$ cat config.mk
export PLATFORM = sky130hd
export DESIGN_NAME = qdu_serial_update
export DESIGN_NICKNAME = d
export VERILOG_FILES = /design/src/qdu_buf2.v /design/src/qdu_serial_update.v
export VERILOG_INCLUDE_DIRS = /design/src /design/src/src
export SDC_FILE = /design/constraint.sdc
export NUM_CORES = 1
export LEC_CHECK = 0
export ABC_AREA = 1
export BUFFER_PORTS_ARGS = -buffer_cell sky130_fd_sc_hd__buf_2
export CORE_UTILIZATION = 42
export DETAILED_ROUTE_END_ITERATION = 16
export SLEW_MARGIN = 20
export SYNTH_ARGS = -nofsm -noshare
export SYNTH_HDL_FRONTEND = slang
export SYNTH_SLANG_ARGS = --single-unit
$ cat constraint.sdc
create_clock -name clk -period 3.4 [get_ports clk]
set_input_delay 0.68 -clock clk [delete_from_list [all_inputs] [get_ports clk]]
set_output_delay 0.68 -clock clk [all_outputs]
set_load 0.05 [all_outputs]
$ cat src/qdu_consts.vh
`ifndef QDU_CONSTS_VH
`define QDU_CONSTS_VH
// Frame layout: 24 bits, MSB first: [23] read, [22:19] command, [18:16] channel, [15:0] data
`define QDU_FRAME_BITS 24
`define QDU_DATA_BITS 16
`define QDU_BIT_READ 23
`define QDU_CMD_HI 22
`define QDU_CMD_LO 19
`define QDU_CH_HI 18
`define QDU_CH_LO 16
// Command codes
`define QDU_CMD_NOP 4'h0
`define QDU_CMD_DATA 4'h2
`define QDU_CMD_CTRL 4'h1
// Control data fields
`define QDU_CTL_DAISY 0
`define QDU_CTL_DIR0 1
`define QDU_CTL_DIR1 2
`define QDU_CTL_OUT0 3
`define QDU_CTL_OUT1 4
// Channel selector meaning all channels
`define QDU_CH_ALL 3'h4
// Reset values and the clear code
`define QDU_DATA_RST 16'h0000
`define QDU_CLEAR_CODE 16'h0000
`define QDU_CTL_RST 5'h00
// Serial clock limit and the link clock in the bench
`define QDU_SCLK_MAX_MHZ 30
`define QDU_CLK_MHZ 100
`endif

$ cat src/qdu_buf2.v
`timescale 1ns/10ps
// Two-entry skid buffer; the sink may stall, source sees in_ready drop when full
module qdu_buf2 #(
	parameter WIDTH = 24
)(
	clk,
	srst,
	in_valid,
	in_ready,
	in_data,
	out_valid,
	out_ready,
	out_data
);
	input wire clk;
	input wire srst;
	input wire in_valid;
	output wire in_ready;
	input wire [WIDTH-1:0] in_data;
	output wire out_valid;
	input wire out_ready;
	output wire [WIDTH-1:0] out_data;

	reg [WIDTH-1:0] mem_r [0:1];
	reg wptr_r;
	reg rptr_r;
	reg [1:0] cnt_r;
	wire push;
	wire pop;

	assign in_ready = (cnt_r != 2'd2);
	assign out_valid = (cnt_r != 2'd0);
	assign out_data = mem_r[rptr_r];
	assign push = in_valid & in_ready;
	assign pop = out_valid & out_ready;

	always @(posedge clk)
	begin
		if (srst)
		begin
			wptr_r <= 1'b0;
			rptr_r <= 1'b0;
			cnt_r <= 2'd0;
		end
		else
		begin
			if (push)
				wptr_r <= ~wptr_r;
			if (pop)
				rptr_r <= ~rptr_r;
			if (push & ~pop)
				cnt_r <= cnt_r + 2'd1;
			else if (pop & ~push)
				cnt_r <= cnt_r - 2'd1;
		end
	end

	always @(posedge clk)
	begin
		if (push)
			mem_r[wptr_r] <= in_data;
	end
endmodule

$ cat src/qdu_serial_update.v
`timescale 1ns/10ps
`include "qdu_consts.vh"
module qdu_serial_update #(
	parameter CHANNELS = 4
)(
	clk,
	srst,
	sclk,
	frame_sel_n,
	serial_data_in,
	serial_data_out,
	clear_to_zero_n,
	load_update_n,
	gpio_bit0_in,
	gpio_bit0_out,
	gpio_bit0_oe_n,
	gpio_bit1_in,
	gpio_bit1_out,
	gpio_bit1_oe_n,
	reset_clamp_in_n,
	supply_ok,
	supply_monitor_out,
	coding_select,
	dac_code,
	dac_clamp,
	dac_valid,
	dac_ready
);
	input wire clk;
	input wire srst;
	input wire sclk;
	input wire frame_sel_n;
	input wire serial_data_in;
	output reg serial_data_out;
	input wire clear_to_zero_n;
	input wire load_update_n;
	input wire gpio_bit0_in;
	output reg gpio_bit0_out;
	output reg gpio_bit0_oe_n;
	input wire gpio_bit1_in;
	output reg gpio_bit1_out;
	output reg gpio_bit1_oe_n;
	input wire reset_clamp_in_n;
	input wire supply_ok;
	output reg supply_monitor_out;
	input wire coding_select;
	output reg [`QDU_DATA_BITS*CHANNELS-1:0] dac_code;
	output reg dac_clamp;
	output reg dac_valid;
	input wire dac_ready;

	localparam NPIN = 9;
	localparam W = `QDU_FRAME_BITS;
	localparam DW = `QDU_DATA_BITS;

	// Three-stage synchronisers; a change counts when stages 2 and 3 agree
	reg [NPIN-1:0] s1_r;
	reg [NPIN-1:0] s2_r;
	reg [NPIN-1:0] s3_r;
	reg [NPIN-1:0] st_r;
	wire [NPIN-1:0] pins;
	assign pins = {supply_ok, coding_select, reset_clamp_in_n, gpio_bit1_in, gpio_bit0_in,
		load_update_n, clear_to_zero_n, frame_sel_n, sclk};
	always @(posedge clk)
	begin
		if (srst)
		begin
			s1_r <= {NPIN{1'b1}};
			s2_r <= {NPIN{1'b1}};
			s3_r <= {NPIN{1'b1}};
			st_r <= {NPIN{1'b1}};
		end
		else
		begin
			s1_r <= pins;
			s2_r <= s1_r;
			s3_r <= s2_r;
			st_r <= (s2_r & s3_r) | (st_r & (s2_r ^ s3_r));
		end
	end

	reg [NPIN-1:0] stp_r;
	always @(posedge clk)
	begin
		if (srst)
			stp_r <= {NPIN{1'b1}};
		else
			stp_r <= st_r;
	end
	wire sclk_fall = stp_r[0] & ~st_r[0];
	wire sclk_rise = ~stp_r[0] & st_r[0];
	wire fs_n = st_r[1];
	wire fs_rise = ~stp_r[1] & st_r[1];
	wire clr_fall = stp_r[2] & ~st_r[2];
	wire ldu_n = st_r[3];
	wire ldu_fall = stp_r[3] & ~st_r[3];

	// Serial data passes a three-flop delay (sd_r[2]) and is sampled at the falling edge detection; it sits still by then
	reg [2:0] sd_r;
	always @(posedge clk)
	begin
		if (srst)
			sd_r <= 3'h0;
		else
			sd_r <= {sd_r[1:0], serial_data_in};
	end

	reg [W-1:0] shift_r;
	reg [4:0] nbits_r;
	reg [W-1:0] rdback_r;
	reg rd_pend_r;
	reg [4:0] ctl_r;
	reg [DW*CHANNELS-1:0] inreg_r;
	reg [DW*CHANNELS-1:0] datreg_r;
	reg upd_pend_r;
	// Pulses once the readback word is ready; the host must leave frame select
	// high for a few clocks after a read frame or the next frame misses it
	reg rd_ld_r;

	// Frame capture feeds the two-entry buffer; its out_ready is tied high, so the buffer
	// drains every clock, never fills, and drops no frame at frame end
	wire bin_ready;
	wire bout_valid;
	wire [W-1:0] bout_data;
	wire frame_done = fs_rise & (nbits_r >= 5'd24);
	qdu_buf2 #(.WIDTH(W)) u_buf (
		.clk(clk),
		.srst(srst),
		.in_valid(frame_done),
		.in_ready(bin_ready),
		.in_data(shift_r),
		.out_valid(bout_valid),
		.out_ready(1'b1),
		.out_data(bout_data)
	);

	function [DW-1:0] qdu_code;
		input [DW-1:0] d;
		input bin;
		begin
			qdu_code = bin ? d : (d ^ 16'h8000);
		end
	endfunction

	always @(posedge clk)
	begin
		if (srst)
		begin
			shift_r <= {W{1'b0}};
			nbits_r <= 5'd0;
		end
		else if (fs_n)
		begin
			nbits_r <= 5'd0;
			if (rd_ld_r)
				shift_r <= rdback_r;
		end
		else if (sclk_fall)
		begin
			shift_r <= {shift_r[W-2:0], sd_r[2]};
			if (nbits_r != 5'd31)
				nbits_r <= nbits_r + 5'd1;
		end
	end

	wire [3:0] cmd = bout_data[`QDU_CMD_HI:`QDU_CMD_LO];
	wire [2:0] ch = bout_data[`QDU_CH_HI:`QDU_CH_LO];
	wire [DW-1:0] dat = bout_data[DW-1:0];
	wire isrd = bout_data[`QDU_BIT_READ];
	integer i;
	integer j;

	always @(posedge clk)
	begin
		if (srst)
		begin
			ctl_r <= `QDU_CTL_RST;
			inreg_r <= {CHANNELS{`QDU_DATA_RST}};
			datreg_r <= {CHANNELS{`QDU_DATA_RST}};
			upd_pend_r <= 1'b0;
			rd_pend_r <= 1'b0;
			rd_ld_r <= 1'b0;
			rdback_r <= {W{1'b0}};
		end
		else
		begin
			rd_ld_r <= bout_valid & isrd;
			if (fs_rise)
				rd_pend_r <= 1'b0;
			if (bout_valid & isrd)
			begin
				rd_pend_r <= 1'b1;
				rdback_r <= {1'b0, cmd, ch, {DW{1'b0}}};
				if (cmd == `QDU_CMD_CTRL)
					rdback_r[6:0] <= {st_r[5], st_r[4], ctl_r};
				else if (ch < CHANNELS)
					rdback_r[DW-1:0] <= inreg_r[ch*DW +: DW];
			end
			else if (bout_valid & (cmd == `QDU_CMD_CTRL))
				ctl_r <= dat[4:0];
			else if (bout_valid & (cmd == `QDU_CMD_DATA))
			begin
				for (i = 0; i < CHANNELS; i = i + 1)
					if (ch == i[2:0] || ch == `QDU_CH_ALL)
					begin
						inreg_r[i*DW +: DW] <= dat;
						if (!ldu_n)
							datreg_r[i*DW +: DW] <= dat;
					end
				if (ldu_n)
					upd_pend_r <= 1'b1;
			end
			if (ldu_fall)
			begin
				datreg_r <= inreg_r;
				upd_pend_r <= 1'b0;
			end
			if (clr_fall)
				datreg_r <= {CHANNELS{`QDU_CLEAR_CODE}};
		end
	end

	reg [DW*CHANNELS-1:0] codes;
	always @*
	begin
		codes = {DW*CHANNELS{1'b0}};
		for (j = 0; j < CHANNELS; j = j + 1)
			codes[j*DW +: DW] = qdu_code(datreg_r[j*DW +: DW], st_r[7]);
	end

	always @(posedge clk)
	begin
		if (srst)
		begin
			serial_data_out <= 1'b0;
			gpio_bit0_out <= 1'b0;
			gpio_bit1_out <= 1'b0;
			gpio_bit0_oe_n <= 1'b1;
			gpio_bit1_oe_n <= 1'b1;
			supply_monitor_out <= 1'b0;
			dac_code <= {DW*CHANNELS{1'b0}};
			dac_clamp <= 1'b1;
			dac_valid <= 1'b0;
		end
		else
		begin
			if ((ctl_r[`QDU_CTL_DAISY] | rd_pend_r) & sclk_rise & ~fs_n)
				serial_data_out <= shift_r[W-1];
			else if (rd_ld_r)
				serial_data_out <= rdback_r[W-1];
			else if (fs_rise)
				serial_data_out <= ctl_r[`QDU_CTL_DAISY] ? shift_r[W-1] : 1'b0;
			gpio_bit0_oe_n <= ~ctl_r[`QDU_CTL_DIR0];
			gpio_bit1_oe_n <= ~ctl_r[`QDU_CTL_DIR1];
			gpio_bit0_out <= ctl_r[`QDU_CTL_OUT0];
			gpio_bit1_out <= ctl_r[`QDU_CTL_OUT1];
			supply_monitor_out <= st_r[8];
			dac_clamp <= ~st_r[6];
			if (dac_valid & ~dac_ready)
				dac_valid <= 1'b1;
			else
			begin
				dac_valid <= 1'b1;
				dac_code <= codes;
			end
		end
	end
endmodule

==> results of run 1 <==
## layout make-up
type / instances / area (um^2) / area share
inverter: 68 / 267 / 0.0166
timing repair buffer: 114 / 696 / 0.0434
tap: 442 / 553 / 0.0345
clock inverter: 11 / 135 / 0.00843
clock buffer: 56 / 1110 / 0.0693
multi-input combinational: 1196 / 5670 / 0.354
sequential: 355 / 7590 / 0.474
## power by group
part	switching [W]	internal, W
clock	0.00163	0.00249
combinational	0.000358	0.000118
sequential	0.0000323	0.00431
## synthesized netlist by cell type (all sizes together), types with 7 or more instances
cell / number
clkbuf: 82
nor2: 332
nand4: 7
nand3: 101
a21oi: 187
nand2: 274
edfxtp: 48
a22oi: 18
inv: 66
a211oi: 7
nor3: 7
dfxtp: 307
a31oi: 30
or2: 43
o21ai: 172
ha: 13
buf: 32
## critical path, cell delays in order, from the launching register on
cell,delay [ps]
sky130_fd_sc_hd__dfxtp_1,860
sky130_fd_sc_hd__buf_4,320
sky130_fd_sc_hd__nand2_1,80
sky130_fd_sc_hd__nand2_1,130
sky130_fd_sc_hd__nand2_1,120
sky130_fd_sc_hd__nor2_2,310
sky130_fd_sc_hd__nor2_4,130
sky130_fd_sc_hd__nand2_4,90
sky130_fd_sc_hd__nand2_4,210
sky130_fd_sc_hd__nand3_1,200
sky130_fd_sc_hd__nand2_1,70
sky130_fd_sc_hd__nor2_1,110
## state kept, by name (all words and copies together) (netlist names), 23 cells and up, named ones only
| name | cells |
|---|---|
| dac_code | 64 |
| rdback_r | 23 |
| shift_r | 24 |
| u_buf.mem_r | 48 |
| inreg_r | 64 |
| datreg_r | 64 |
## metal layers
layer | vias up | global-route usage
met2 | 356 | 0.344
met1 | 5376 | 0.292
li1 | 5824 | -
met3 | 72 | 0.0346
met4 | 0 | 0.0836
met5 | - | 0
## through the flow
| stage | setup WS (ps) | cells | total power, W | utilization |
|---|---|---|---|---|
| 3_5_place_dp | 687 | 2175 | 0.00491 | 0.452 |
| 2_1_floorplan | 887 | 1733 | 0.00478 | - |
| 4_1_cts | 672 | 2242 | 0.00902 | 0.490 |
| 5_1_grt | 389 | 2242 | 0.00925 | 0.490 |
| 3_3_place_gp | 745 | 2175 | 0.00490 | 0.452 |
| 6_report | 697 | 2242 | 0.00894 | 0.490 |
## cells in the final DEF, fill, tap and decap left out, types with 3 or more instances in the layout
master / count
sky130_fd_sc_hd__a22oi_1: 18
sky130_fd_sc_hd__nand3_1: 97
sky130_fd_sc_hd__inv_2: 4
sky130_fd_sc_hd__dfxtp_1: 307
sky130_fd_sc_hd__clkbuf_1: 10
sky130_fd_sc_hd__o21ai_1: 6
sky130_fd_sc_hd__buf_2: 84
sky130_fd_sc_hd__inv_1: 58
sky130_fd_sc_hd__clkinv_2: 8
sky130_fd_sc_hd__a31oi_1: 30
sky130_fd_sc_hd__a211oi_1: 7
sky130_fd_sc_hd__nor2_1: 321
sky130_fd_sc_hd__buf_4: 26
sky130_fd_sc_hd__o21ai_0: 166
sky130_fd_sc_hd__nand2_2: 4
sky130_fd_sc_hd__nand4_1: 7
sky130_fd_sc_hd__nand2_1: 267
sky130_fd_sc_hd__nor2_4: 4
sky130_fd_sc_hd__a21oi_1: 185
sky130_fd_sc_hd__nand2_4: 3
sky130_fd_sc_hd__xor2_1: 4
sky130_fd_sc_hd__bufinv_16: 3
sky130_fd_sc_hd__clkbuf_8: 7
sky130_fd_sc_hd__clkbuf_16: 39
sky130_fd_sc_hd__edfxtp_1: 48
sky130_fd_sc_hd__ha_1: 13
sky130_fd_sc_hd__or2_2: 43
sky130_fd_sc_hd__nor3_1: 5
sky130_fd_sc_hd__nand3_4: 3
sky130_fd_sc_hd__clkinv_1: 3
sky130_fd_sc_hd__buf_12: 4
sky130_fd_sc_hd__nor2_2: 7
## worst max-delay path by stage
stage	from	end	slack, ps	cells past startpoint
6_report	register	datreg_r[1]	700	11
5_1_grt	register	datreg_r[1]	390	11
4_1_cts	register	datreg_r[1]	670	11
3_5_place_dp	register	datreg_r[1]	690	11
3_3_place_gp	register	datreg_r[1]	750	11
2_1_floorplan	st_r[1]	u_buf.mem_r[1][0]	890	5
## cell families after synthesis
family / share of synthesized area
buf+inv: 0.0580
flops: 0.540
xor+xnor: 0.00249
compound gates: 0.156
fa+ha+maj: 0.0116
simple gates: 0.232
==> flow_summary.html, run 1 <==
<table>
<tr><th>Metric</th><th>Value</th></tr>
<tr><th colspan="2">Floorplanning</th></tr>
<tr><td>FP Rows</td><td>66</td></tr>
<tr><td>Die extent in y</td><td>185 um</td></tr>
<tr><td>Width of the die</td><td>185 um</td></tr>
<tr><td>Starting Density</td><td>0.429</td></tr>
<tr><td>Area of the core</td><td>between 30000 and 40000 um^2</td></tr>
<tr><td>Die Footprint</td><td>roughly 34000 um^2</td></tr>
<tr><td>Top-level I/O count</td><td>85</td></tr>
<tr><th colspan="2">Clock network</th></tr>
<tr><td>H-tree Lvls</td><td>2</td></tr>
<tr><td>CTS tree</td><td>built</td></tr>
<tr><td>Count of cells resized by post-cts repair</td><td>0</td></tr>
<tr><td>CTS Buf Count</td><td>38</td></tr>
<tr><td>Num Clock Sinks</td><td>around 360</td></tr>
<tr><td>Max Root-Sink Buffers</td><td>3</td></tr>
<tr><td>Setup fix buffers added after clock tree synthesis</td><td>0</td></tr>
<tr><td>Worst-Skew Late Latency</td><td>between 500 and 600 ps</td></tr>
<tr><td>Cell at the root of the clock tree</td><td>sky130_fd_sc_hd__clkbuf_16</td></tr>
<tr><td>Clock-pin transition on the worst setup and hold timing paths</td><td>~60 ps</td></tr>
<tr><td>Hold-fix buffers, CTS</td><td>0</td></tr>
<tr><th colspan="2">Logic synthesis</th></tr>
<tr><td>Mapped Cells</td><td>around 1700</td></tr>
<tr><td>Syn nets</td><td>~1800</td></tr>
<tr><td>Predominant post-synthesis flop cell</td><td>sky130_fd_sc_hd__dfxtp_1</td></tr>
<tr><td>EDFF count, synth</td><td>48</td></tr>
<tr><td>Fraction of synthesized cell area taken by the top area cell type</td><td>0.438</td></tr>
<tr><td>Largest cells by area after synthesis</td><td>sky130_fd_sc_hd__dfxtp_1, sky130_fd_sc_hd__edfxtp_1, sky130_fd_sc_hd__nor2_1, sky130_fd_sc_hd__nand2_1, sky130_fd_sc_hd__a21oi_1</td></tr>
<tr><td>Share of flip-flops with an asynchronous set or reset</td><td>0</td></tr>
<tr><td>Post-Synthesis Cell Area</td><td>around 14000 um^2</td></tr>
<tr><td>Sequential element share of the synthesized area</td><td>0.540</td></tr>
<tr><td>Yosys reg bits</td><td>roughly 360</td></tr>
<tr><td>Synth Area per Inst</td><td>just over 8 um^2</td></tr>
<tr><td>Number of synthesis warnings</td><td>0</td></tr>
<tr><td>Dominant cell type by area after synthesis</td><td>sky130_fd_sc_hd__dfxtp_1</td></tr>
<tr><td>Netlist cell types</td><td>38</td></tr>
<tr><th colspan="2">Placed design</th></tr>
<tr><td>Port-buffer cells</td><td>84</td></tr>
<tr><td>Area of placed instances</td><td>around 15000 um^2</td></tr>
<tr><td>Post-detail-place hpwl</td><td>24300 um</td></tr>
<tr><td>Weighted congestion reported at the end of routability-driven placement</td><td>about 0.9</td></tr>
<tr><th colspan="2">Critical path</th></tr>
<tr><td>Worst Path Required</td><td>roughly 3900 ps</td></tr>
<tr><td>Worst R2R Setup Slack</td><td>roughly 700 ps</td></tr>
<tr><td>Worst reg2reg path endpoint</td><td>datreg_r[1]</td></tr>
<tr><td>Kind of end point of the critical path</td><td>register</td></tr>
<tr><td>R2r worst-path depth</td><td>11</td></tr>
<tr><td>Worst-path maximum fanout</td><td>32</td></tr>
<tr><td>CP Class</td><td>reg2reg</td></tr>
<tr><td>Type of origin of the critical path</td><td>register</td></tr>
<tr><td>Arrival time of the worst setup path</td><td>about 3200 ps</td></tr>
<tr><th colspan="2">Timing</th></tr>
<tr><td>Clock skew after layout</td><td>around 18 ps</td></tr>
<tr><td>Final period util</td><td>0.795</td></tr>
<tr><td>RSZ-0062 raised after global routing</td><td>no</td></tr>
<tr><td>WHS</td><td>between 300 and 400 ps</td></tr>
<tr><td>Max-slew violation count</td><td>0</td></tr>
<tr><td>Minimum clock period</td><td>2700 ps</td></tr>
<tr><td>TNS Setup</td><td>0 ps</td></tr>
<tr><td>Final setup violating endpoints</td><td>0</td></tr>
<tr><td>Final Hold Fails</td><td>0</td></tr>
<tr><td>Max transition margin</td><td>0.432</td></tr>
<tr><td>Highest achievable clock rate</td><td>around 370 MHz</td></tr>
<tr><td>Actual slew at the worst max-slew pin</td><td>851 ps</td></tr>
<tr><th colspan="2">Flow run</th></tr>
<tr><td>Number of max-cap violations</td><td>0</td></tr>
<tr><th colspan="2">Status</th></tr>
<tr><td>Status</td><td>complete, no violations</td></tr>
<tr><th colspan="2">Routing</th></tr>
<tr><td>Post-route ant nets</td><td>0</td></tr>
<tr><td>Pre-antenna DRT Iters</td><td>5</td></tr>
<tr><td>Met3 wire len</td><td>between 2000 and 2500 um</td></tr>
<tr><td>Initial DRC count</td><td>between 800 and 900</td></tr>
<tr><td>Met2 layer wire length in the routed design</td><td>approximately 16000 um</td></tr>
<tr><td>Metal-1 WL</td><td>roughly 17000 um</td></tr>
<tr><td>Vias per cell</td><td>between 5 and 6</td></tr>
<tr><td>Post-detailed-routing wire length</td><td>roughly 36000 um</td></tr>
<tr><td>Top Metal Used</td><td>met4</td></tr>
<tr><td>Routed wirelength normalized by instance count</td><td>about 16 um</td></tr>
<tr><td>Remaining routing DRC violations</td><td>0</td></tr>
<tr><td>DR vias</td><td>about 12000</td></tr>
<tr><th colspan="2">Min path</th></tr>
<tr><td>Launch instance of the worst min-delay path</td><td>supply_ok</td></tr>
<tr><td>Class of the tightest hold or removal check</td><td>in2reg</td></tr>
<tr><td>Number of cells traversed by the worst hold path</td><td>2</td></tr>
<tr><td>End point of the most critical hold path</td><td>s1_r[8]</td></tr>
<tr><th colspan="2">Global routing</th></tr>
<tr><td>First-pass GRT wire length</td><td>between 50000 and 60000 um</td></tr>
<tr><td>Via count of the first global-routing pass</td><td>approximately 11000</td></tr>
<tr><td>Aggregate global-route resource usage</td><td>0.216</td></tr>
<tr><td>Initial antenna violation count</td><td>0</td></tr>
<tr><td>Leftover overflow at the end of global routing</td><td>0</td></tr>
<tr><td>Maximum number of pins on one net before global-route repair</td><td>130</td></tr>
<tr><th colspan="2">Layout</th></tr>
<tr><td># diodes</td><td>0</td></tr>
<tr><td>Growth of design area from synthesis to finish</td><td>14.1%</td></tr>
<tr><td>Final-stage net count</td><td>1799</td></tr>
<tr><td>Layout Cell Area excl Fill</td><td>between 15000 and 20000 um^2</td></tr>
<tr><td>Share of final-layout standard cells stronger than drive strength 1</td><td>0.137</td></tr>
<tr><td>Fill cell total of the finished layout</td><td>3255</td></tr>
<tr><th colspan="2">Power</th></tr>
<tr><td>Pwr per Cell Area</td><td>between 500 and 600 nW/um^2</td></tr>
<tr><td>Static leakage</td><td>about 6.3 nW</td></tr>
<tr><td>Worst ir drop on vdd</td><td>approximately 290 uV</td></tr>
</table>
(Power assumes the default switching activity.)
==> run 2: changes to the inputs <==
- clock period: 3.4 -> 2.8 ns (I/O delays scaled with it)
==> run 2 against run 1 <==
  * First-iteration DRC count is 0.23% higher
  * Sequential share of layout area decreased by 0.24 points
  * Non-clock buffer count rose by 4
  * Critical path type unchanged
  * Largest cell class unchanged
==> flow_summary.html, run 2 (same netlist as run 1, synthesis figures left out) <==
<table>
<tr><th>Metric</th><th>Value</th></tr>
<tr><th colspan="2">Status</th></tr>
<tr><td>Status</td><td>complete, no violations (unchanged)</td></tr>
<tr><th colspan="2">Critical path</th></tr>
<tr><td>Kind of end point of the critical path</td><td>register (unchanged)</td></tr>
<tr><td>Max stage delay cell, worst path</td><td>sky130_fd_sc_hd__dfxtp_1 (unchanged)</td></tr>
<tr><td>Worst Path Required</td><td>3210 ps (was 3860 ps)</td></tr>
<tr><td>Worst-path maximum fanout</td><td>32 (unchanged)</td></tr>
<tr><td>Worst R2R Setup Slack</td><td>390 ps (was 700 ps)</td></tr>
<tr><td>Family with the most delay on the worst path</td><td>simple AND/OR/NAND/NOR gates (unchanged)</td></tr>
<tr><td>Type of origin of the critical path</td><td>register (unchanged)</td></tr>
<tr><td>CP Class</td><td>reg2reg (unchanged)</td></tr>
<tr><td>Worst reg2reg path endpoint</td><td>datreg_r[7] (was datreg_r[1])</td></tr>
<tr><td>Critical-path cell list</td><td>inv_8 -&gt; nand2_1 -&gt; nand2_1 -&gt; nand3_2 -&gt; nor2_2 -&gt; nor2_4 -&gt; nand2_4 -&gt; nand2_4 -&gt; nand3_1 -&gt; nand2_1 -&gt; nor2_1 (was buf_4 -&gt; nand2_1 -&gt; nand2_1 -&gt; nand2_1 -&gt; nor2_2 -&gt; nor2_4 -&gt; nand2_4 -&gt; nand2_4 -&gt; nand3_1 -&gt; nand2_1 -&gt; nor2_1)</td></tr>
<tr><td>Cell type with the highest occurrence count on the critical path</td><td>sky130_fd_sc_hd__nand2_1 (unchanged)</td></tr>
<tr><td>Arrival time of the worst setup path</td><td>2820 ps (was 3160 ps)</td></tr>
<tr><td>Buf/Inv on CP</td><td>1 (unchanged)</td></tr>
<tr><td>Maximum single-stage delay on the critical path</td><td>660 ps (was 860 ps)</td></tr>
<tr><td>R2r worst-path depth</td><td>11 (unchanged)</td></tr>
<tr><th colspan="2">Min path</th></tr>
<tr><td>Launch instance of the worst min-delay path</td><td>frame_sel_n (was supply_ok)</td></tr>
<tr><td>End point of the most critical hold path</td><td>s1_r[1] (was s1_r[8])</td></tr>
<tr><td>Number of cells traversed by the worst hold path</td><td>2 (unchanged)</td></tr>
<tr><td>Class of the tightest hold or removal check</td><td>in2reg (unchanged)</td></tr>
<tr><th colspan="2">Placed design</th></tr>
<tr><td>Post-detail-place hpwl</td><td>23800 um (was 24300 um)</td></tr>
<tr><td>Weighted congestion reported at the end of routability-driven placement</td><td>0.914 (was 0.903)</td></tr>
<tr><td>Cell total after placement</td><td>2179 (was 2175)</td></tr>
<tr><td>Post-placement setup slack</td><td>380 ps (was 687 ps)</td></tr>
<tr><td>Port-buffer cells</td><td>84 (unchanged)</td></tr>
<tr><th colspan="2">Power</th></tr>
<tr><td>Logic gate share of total power</td><td>0.053 (about the same)</td></tr>
<tr><td>Design internal power</td><td>0.00838 W (was 0.00691 W)</td></tr>
<tr><td>Worst ir drop on vdd</td><td>396 uV (was 287 uV)</td></tr>
<tr><td>Pwr per Cell Area</td><td>675 nW/um^2 (was 558 nW/um^2)</td></tr>
<tr><td>Static leakage</td><td>6.37 nW (was 6.32 nW)</td></tr>
<tr><td>Part of the total power dissipated in the clock network</td><td>0.463 (was 0.461)</td></tr>
<tr><td>Total power</td><td>0.0109 W (was 0.00894 W)</td></tr>
<tr><td>Sw Share</td><td>0.229 (was 0.227)</td></tr>
<tr><td>Share of power burned in registers</td><td>0.484 (was 0.486)</td></tr>
<tr><td>Switching power summed over all nets</td><td>0.00249 W (was 0.00202 W)</td></tr>
<tr><th colspan="2">Floorplanning</th></tr>
<tr><td>Area of the core</td><td>32700 um^2 (unchanged)</td></tr>
<tr><td>FP Rows</td><td>66 (unchanged)</td></tr>
<tr><td>Die Footprint</td><td>34200 um^2 (unchanged)</td></tr>
<tr><td>Starting Density</td><td>0.429 (unchanged)</td></tr>
<tr><td>Top-level I/O count</td><td>85 (unchanged)</td></tr>
<tr><td>Die extent in y</td><td>185 um (unchanged)</td></tr>
<tr><td>Width of the die</td><td>185 um (unchanged)</td></tr>
<tr><th colspan="2">Timing</th></tr>
<tr><td>Actual slew at the worst max-slew pin</td><td>760 ps (was 851 ps)</td></tr>
<tr><td>Final period util</td><td>0.860 (was 0.795)</td></tr>
<tr><td>RSZ-0062 raised after global routing</td><td>no (unchanged)</td></tr>
<tr><td>Highest achievable clock rate</td><td>415 MHz (was 370 MHz)</td></tr>
<tr><td>Minimum clock period</td><td>2410 ps (was 2700 ps)</td></tr>
<tr><td>Final Hold Fails</td><td>0 (unchanged)</td></tr>
<tr><td>TNS Setup</td><td>0 ps (unchanged)</td></tr>
<tr><td>Final setup violating endpoints</td><td>0 (unchanged)</td></tr>
<tr><td>Max-slew violation count</td><td>0 (unchanged)</td></tr>
<tr><td>Final WS setup</td><td>391 ps (was 697 ps)</td></tr>
<tr><td>Max transition margin</td><td>0.488 (was 0.432)</td></tr>
<tr><td>Clock skew after layout</td><td>14.5 ps (was 18.3 ps)</td></tr>
<tr><th colspan="2">Clock network</th></tr>
<tr><td>Count of cells resized by post-cts repair</td><td>0 (unchanged)</td></tr>
<tr><td>CTS Buf Count</td><td>39 (was 38)</td></tr>
<tr><td>Num Clock Sinks</td><td>355 (unchanged)</td></tr>
<tr><td>Worst-Skew Late Latency</td><td>520 ps (was 530 ps)</td></tr>
<tr><td>H-tree Lvls</td><td>2 (unchanged)</td></tr>
<tr><td>Max Root-Sink Buffers</td><td>3 (unchanged)</td></tr>
<tr><td>Setup fix buffers added after clock tree synthesis</td><td>0 (unchanged)</td></tr>
<tr><td>Hold-fix buffers, CTS</td><td>0 (unchanged)</td></tr>
<tr><td>Clock-pin transition on the worst setup and hold timing paths</td><td>60 ps (about the same)</td></tr>
<tr><td>CTS tree</td><td>built (unchanged)</td></tr>
<tr><td>Cell at the root of the clock tree</td><td>sky130_fd_sc_hd__clkbuf_16 (unchanged)</td></tr>
<tr><th colspan="2">Global routing</th></tr>
<tr><td>Via count of the first global-routing pass</td><td>10492 (was 10612)</td></tr>
<tr><td>Aggregate global-route resource usage</td><td>0.207 (was 0.216)</td></tr>
<tr><td>Leftover overflow at the end of global routing</td><td>0 (unchanged)</td></tr>
<tr><td>Initial antenna violation count</td><td>0 (unchanged)</td></tr>
<tr><td>Maximum number of pins on one net before global-route repair</td><td>121 (was 130)</td></tr>
<tr><td>First-pass GRT wire length</td><td>56500 um (was 58200 um)</td></tr>
<tr><th colspan="2">Layout</th></tr>
<tr><td>Share of final-layout standard cells stronger than drive strength 1</td><td>0.142 (was 0.137)</td></tr>
<tr><td>Most used cells in the layout excluding fill and tap cells</td><td>sky130_fd_sc_hd__nor2_1, sky130_fd_sc_hd__dfxtp_1, sky130_fd_sc_hd__nand2_1 (unchanged)</td></tr>
<tr><td># diodes</td><td>0 (unchanged)</td></tr>
<tr><td>Final-stage net count</td><td>1804 (was 1799)</td></tr>
<tr><td>Fill cell total of the finished layout</td><td>3220 (was 3255)</td></tr>
<tr><td>Area taken by multi-input logic gates</td><td>5670 um^2 (unchanged)</td></tr>
<tr><td>Growth of design area from synthesis to finish</td><td>14.7% (was 14.1%)</td></tr>
<tr><td>Biggest registers after layout</td><td>dac_code (64), datreg_r (64), inreg_r (64) (unchanged)</td></tr>
<tr><td>Most common cell after layout, fill and taps aside</td><td>sky130_fd_sc_hd__nor2_1 (unchanged)</td></tr>
<tr><td>Footprint of the flip-flops and latches</td><td>7590 um^2 (unchanged)</td></tr>
<tr><td>Count of placed standard cells in the final layout, fillers left out</td><td>2249 (was 2242)</td></tr>
<tr><th colspan="2">Routing</th></tr>
<tr><td>Initial DRC count</td><td>870 (was 868)</td></tr>
<tr><td>Pre-antenna DRT Iters</td><td>5 (unchanged)</td></tr>
<tr><td>Remaining routing DRC violations</td><td>0 (unchanged)</td></tr>
<tr><td>Vias per cell</td><td>5.08 (was 5.19)</td></tr>
<tr><td>Routed wirelength normalized by instance count</td><td>15.8 um (was 16.2 um)</td></tr>
<tr><td>DR vias</td><td>11429 (was 11628)</td></tr>
<tr><td>Post-detailed-routing wire length</td><td>35500 um (was 36400 um)</td></tr>
<tr><td>Post-route ant nets</td><td>0 (unchanged)</td></tr>
<tr><th colspan="2">Flow run</th></tr>
<tr><td>Number of max-cap violations</td><td>0 (unchanged)</td></tr>
</table>
-- run 2: how the worst max path moves through the flow --
stage / depth (start not counted) / to / startpoint
after global routing: 11 / datreg_r[1] / register
final: 11 / datreg_r[7] / register
after global placement: 11 / datreg_r[11] / register
after detailed placement: 11 / datreg_r[7] / register
after floorplan: 5 / u_buf.mem_r[1][0] / st_r[1]
after CTS: 11 / datreg_r[7] / register
-- run 2: cell type report --
cell class	instances	share of cell area
Sequential cell	355	0.471
Timing Repair Buffer	118	0.0466
Tap cell	442	0.0343
Clock buffer	58	0.0733
Clock inverter	12	0.00583
Multi-Input combinational cell	1196	0.352
Inverter	68	0.0165
-- run 2: power by group through the flow --
stage               clock network (W)  logic [W]  registers (W)
floorplan                           0   0.000283        0.00553
global placement                    0   0.000574        0.00538
detailed placement                  0   0.000577        0.00538
CTS                           0.00511   0.000578        0.00527
global route                  0.00535   0.000636        0.00528
finish                        0.00503   0.000574        0.00527
-- run 2: through the flow --
| stage | hold slack (ps) | area [um^2] | utilization |
|---|---|---|---|
| finish | 230 | 16100 | 0.492 |
| global placement | 375 | 14800 | 0.454 |
| CTS | 216 | 16100 | 0.492 |
| detailed placement | 379 | 14800 | 0.454 |
| floorplan | 367 | 14000 | - |
| global route | 221 | 16100 | 0.492 |
-- run 2: per-layer routing --
metal / wire length (um) / GRT usage / up-vias
met3: 1760 / 0.0299 / 64
met4: 1010 / 0.0678 / 0
met1: 15900 / 0.275 / 5241
met5: 0 / 0 / -
met2: 16800 / 0.346 / 276
li1: - / - / 5848
==> run 3: changes to the inputs <==
- CTS_BUF_LIST: not set -> sky130_fd_sc_hd__clkbuf_16
==> run 3 against run 2 <==
  * Sequential power barely moved
  * Core utilization shrank 0.28 points
  * First-iteration DRC count is 10% higher
  * Non-clock buffer count is the same
  * Critical endpoint unchanged
==> flow_summary.html, run 3 (same netlist as run 1, synthesis figures left out) <==
<table>
<tr><th>Metric</th><th>Value</th></tr>
<tr><th colspan="2">Timing</th></tr>
<tr><td>Clock skew after layout</td><td>15.7 ps (was 14.5 ps)</td></tr>
<tr><td>Final period util</td><td>0.859 (was 0.860)</td></tr>
<tr><td>Max-slew violation count</td><td>0 (unchanged)</td></tr>
<tr><td>Max transition margin</td><td>0.477 (was 0.488)</td></tr>
<tr><td>WHS</td><td>231 ps (was 230 ps)</td></tr>
<tr><td>RSZ-0062 raised after global routing</td><td>no (unchanged)</td></tr>
<tr><td>TNS Setup</td><td>0 ps (unchanged)</td></tr>
<tr><td>Final setup violating endpoints</td><td>0 (unchanged)</td></tr>
<tr><td>Final Hold Fails</td><td>0 (unchanged)</td></tr>
<tr><td>Actual slew at the worst max-slew pin</td><td>776 ps (was 760 ps)</td></tr>
<tr><td>Highest achievable clock rate</td><td>416 MHz (was 415 MHz)</td></tr>
<tr><td>Minimum clock period</td><td>2400 ps (was 2410 ps)</td></tr>
<tr><th colspan="2">Critical path</th></tr>
<tr><td>Maximum single-stage delay on the critical path</td><td>660 ps (about the same)</td></tr>
<tr><td>Kind of end point of the critical path</td><td>register (unchanged)</td></tr>
<tr><td>Worst-path maximum fanout</td><td>32 (unchanged)</td></tr>
<tr><td>Buf/Inv on CP</td><td>1 (unchanged)</td></tr>
<tr><td>CP Class</td><td>reg2reg (unchanged)</td></tr>
<tr><td>Type of origin of the critical path</td><td>register (unchanged)</td></tr>
<tr><td>Arrival time of the worst setup path</td><td>2810 ps (was 2820 ps)</td></tr>
<tr><td>Critical-path cell list</td><td>inv_8 -&gt; nand2_1 -&gt; nand2_1 -&gt; nand3_2 -&gt; nor2_2 -&gt; nor2_4 -&gt; nand2_4 -&gt; nand2_4 -&gt; nand3_1 -&gt; nand2_1 -&gt; nor2_1 (unchanged)</td></tr>
<tr><td>Family with the most delay on the worst path</td><td>simple AND/OR/NAND/NOR gates (unchanged)</td></tr>
<tr><td>Worst Path Required</td><td>3210 ps (about the same)</td></tr>
<tr><td>Cell type with the highest occurrence count on the critical path</td><td>sky130_fd_sc_hd__nand2_1 (unchanged)</td></tr>
<tr><td>Max stage delay cell, worst path</td><td>sky130_fd_sc_hd__dfxtp_1 (unchanged)</td></tr>
<tr><th colspan="2">Placed design</th></tr>
<tr><td>Port-buffer cells</td><td>84 (unchanged)</td></tr>
<tr><td>Weighted congestion reported at the end of routability-driven placement</td><td>0.914 (unchanged)</td></tr>
<tr><td>Post-detail-place hpwl</td><td>23800 um (unchanged)</td></tr>
<tr><th colspan="2">Routing</th></tr>
<tr><td>Post-route ant nets</td><td>0 (unchanged)</td></tr>
<tr><td>Routed wirelength normalized by instance count</td><td>15.8 um (about the same)</td></tr>
<tr><td>Initial DRC count</td><td>961 (was 870)</td></tr>
<tr><td>Post-detailed-routing wire length</td><td>35500 um (about the same)</td></tr>
<tr><td>Vias per cell</td><td>5.09 (was 5.08)</td></tr>
<tr><td>Pre-antenna DRT Iters</td><td>6 (was 5)</td></tr>
<tr><td>Remaining routing DRC violations</td><td>0 (unchanged)</td></tr>
<tr><td>DR vias</td><td>11454 (was 11429)</td></tr>
<tr><th colspan="2">Min path</th></tr>
<tr><td>Class of the tightest hold or removal check</td><td>in2reg (unchanged)</td></tr>
<tr><th colspan="2">Floorplanning</th></tr>
<tr><td>Die Footprint</td><td>34200 um^2 (unchanged)</td></tr>
<tr><td>Top-level I/O count</td><td>85 (unchanged)</td></tr>
<tr><td>Area of the core</td><td>32700 um^2 (unchanged)</td></tr>
<tr><td>Width of the die</td><td>185 um (unchanged)</td></tr>
<tr><td>Die extent in y</td><td>185 um (unchanged)</td></tr>
<tr><td>Starting Density</td><td>0.429 (unchanged)</td></tr>
<tr><td>FP Rows</td><td>66 (unchanged)</td></tr>
<tr><th colspan="2">Global routing</th></tr>
<tr><td>Maximum number of pins on one net before global-route repair</td><td>121 (unchanged)</td></tr>
<tr><td>Initial antenna violation count</td><td>0 (unchanged)</td></tr>
<tr><td>First-pass GRT wire length</td><td>56400 um (was 56500 um)</td></tr>
<tr><td>Aggregate global-route resource usage</td><td>0.207 (about the same)</td></tr>
<tr><td>Via count of the first global-routing pass</td><td>10492 (unchanged)</td></tr>
<tr><td>Leftover overflow at the end of global routing</td><td>0 (unchanged)</td></tr>
<tr><th colspan="2">Power</th></tr>
<tr><td>Worst ir drop on vdd</td><td>377 uV (was 396 uV)</td></tr>
<tr><td>Static leakage</td><td>6.35 nW (was 6.37 nW)</td></tr>
<tr><td>Pwr per Cell Area</td><td>661 nW/um^2 (was 675 nW/um^2)</td></tr>
<tr><th colspan="2">Layout</th></tr>
<tr><td>Growth of design area from synthesis to finish</td><td>14.0% (was 14.7%)</td></tr>
<tr><td>Most used cells in the layout excluding fill and tap cells</td><td>sky130_fd_sc_hd__nor2_1, sky130_fd_sc_hd__dfxtp_1, sky130_fd_sc_hd__nand2_1 (unchanged)</td></tr>
<tr><td>Share of final-layout standard cells stronger than drive strength 1</td><td>0.137 (was 0.142)</td></tr>
<tr><td>Most common cell after layout, fill and taps aside</td><td>sky130_fd_sc_hd__nor2_1 (unchanged)</td></tr>
<tr><td>Fill cell total of the finished layout</td><td>3233 (was 3220)</td></tr>
<tr><td>Biggest registers after layout</td><td>dac_code (64), datreg_r (64), inreg_r (64) (unchanged)</td></tr>
<tr><td># diodes</td><td>0 (unchanged)</td></tr>
<tr><td>Final-stage net count</td><td>1804 (unchanged)</td></tr>
<tr><th colspan="2">Clock network</th></tr>
<tr><td>H-tree Lvls</td><td>2 (unchanged)</td></tr>
<tr><td>Setup fix buffers added after clock tree synthesis</td><td>0 (unchanged)</td></tr>
<tr><td>CTS tree</td><td>built (unchanged)</td></tr>
<tr><td>Max Root-Sink Buffers</td><td>3 (unchanged)</td></tr>
<tr><td>Cell at the root of the clock tree</td><td>sky130_fd_sc_hd__clkbuf_16 (unchanged)</td></tr>
<tr><td>CTS Buf Count</td><td>39 (unchanged)</td></tr>
<tr><td>Hold-fix buffers, CTS</td><td>0 (unchanged)</td></tr>
<tr><td>Num Clock Sinks</td><td>355 (unchanged)</td></tr>
<tr><td>Worst-Skew Late Latency</td><td>520 ps (about the same)</td></tr>
<tr><td>Clock-pin transition on the worst setup and hold timing paths</td><td>60 ps (about the same)</td></tr>
<tr><td>Count of cells resized by post-cts repair</td><td>0 (unchanged)</td></tr>
<tr><th colspan="2">Flow run</th></tr>
<tr><td>Number of max-cap violations</td><td>0 (unchanged)</td></tr>
<tr><th colspan="2">Status</th></tr>
<tr><td>Status</td><td>complete, no violations (unchanged)</td></tr>
</table>
## run 3: changes by cell type in the layout (fill, tap and decap cells not counted), sizes merged
| cell | change |
|---|---|
| clkbuf | -17 |
| clkinv | +9 |
| inv | +8 |
## run 3: worst paths after layout
path | from | end | slack (ps) | depth (start not counted)
worst max register to register | register | datreg_r[7] | 400 | 11
worst max-delay path | register | datreg_r[7] | 400 | 11
worst min register to register | st_r[6] | dac_clamp | 390 | 1
worst min-delay path | frame_sel_n | s1_r[1] | 230 | 2
## run 3: cell type report
type,instances,area [um^2],area share
Inverter,68,265,0.0166
Clock inverter,29,158,0.00984
Sequential cell,355,7590,0.474
Tap cell,442,553,0.0345
Multi-Input combinational cell,1196,5670,0.354
Timing Repair Buffer,118,751,0.0469
Clock buffer,41,1030,0.0641
## run 3: per-layer routing
metal  part of all wire  global-route usage  vias up  wire length (um)
li1                   -                   -     5849                 -
met1               0.45               0.276     5242             15800
met2               0.47               0.345      296             16800
met3              0.053              0.0299       67              1880
met4              0.029              0.0678        0              1040
met5                  0                   0        -                 0
## run 3: per-stage QoR
step / total power, W / instance area (um^2) / setup WS (ps) / utilization / instances
after floorplan: 0.00581 / 14000 / 287 / - / 1733
after global placement: 0.00595 / 14800 / 496 / 0.454 / 2179
after detailed placement: 0.00596 / 14800 / 380 / 0.454 / 2179
after CTS: 0.0107 / 16000 / 392 / 0.490 / 2249
after global routing: 0.0110 / 16000 / 123 / 0.490 / 2249
final: 0.0106 / 16000 / 395 / 0.490 / 2249
## run 3: report_power, final
part / switching [W] / internal (W)
clock network: 0.00201 / 0.00273
logic: 0.000430 / 0.000144
registers: 0.0000381 / 0.00523
total: 0.00248 / 0.00811
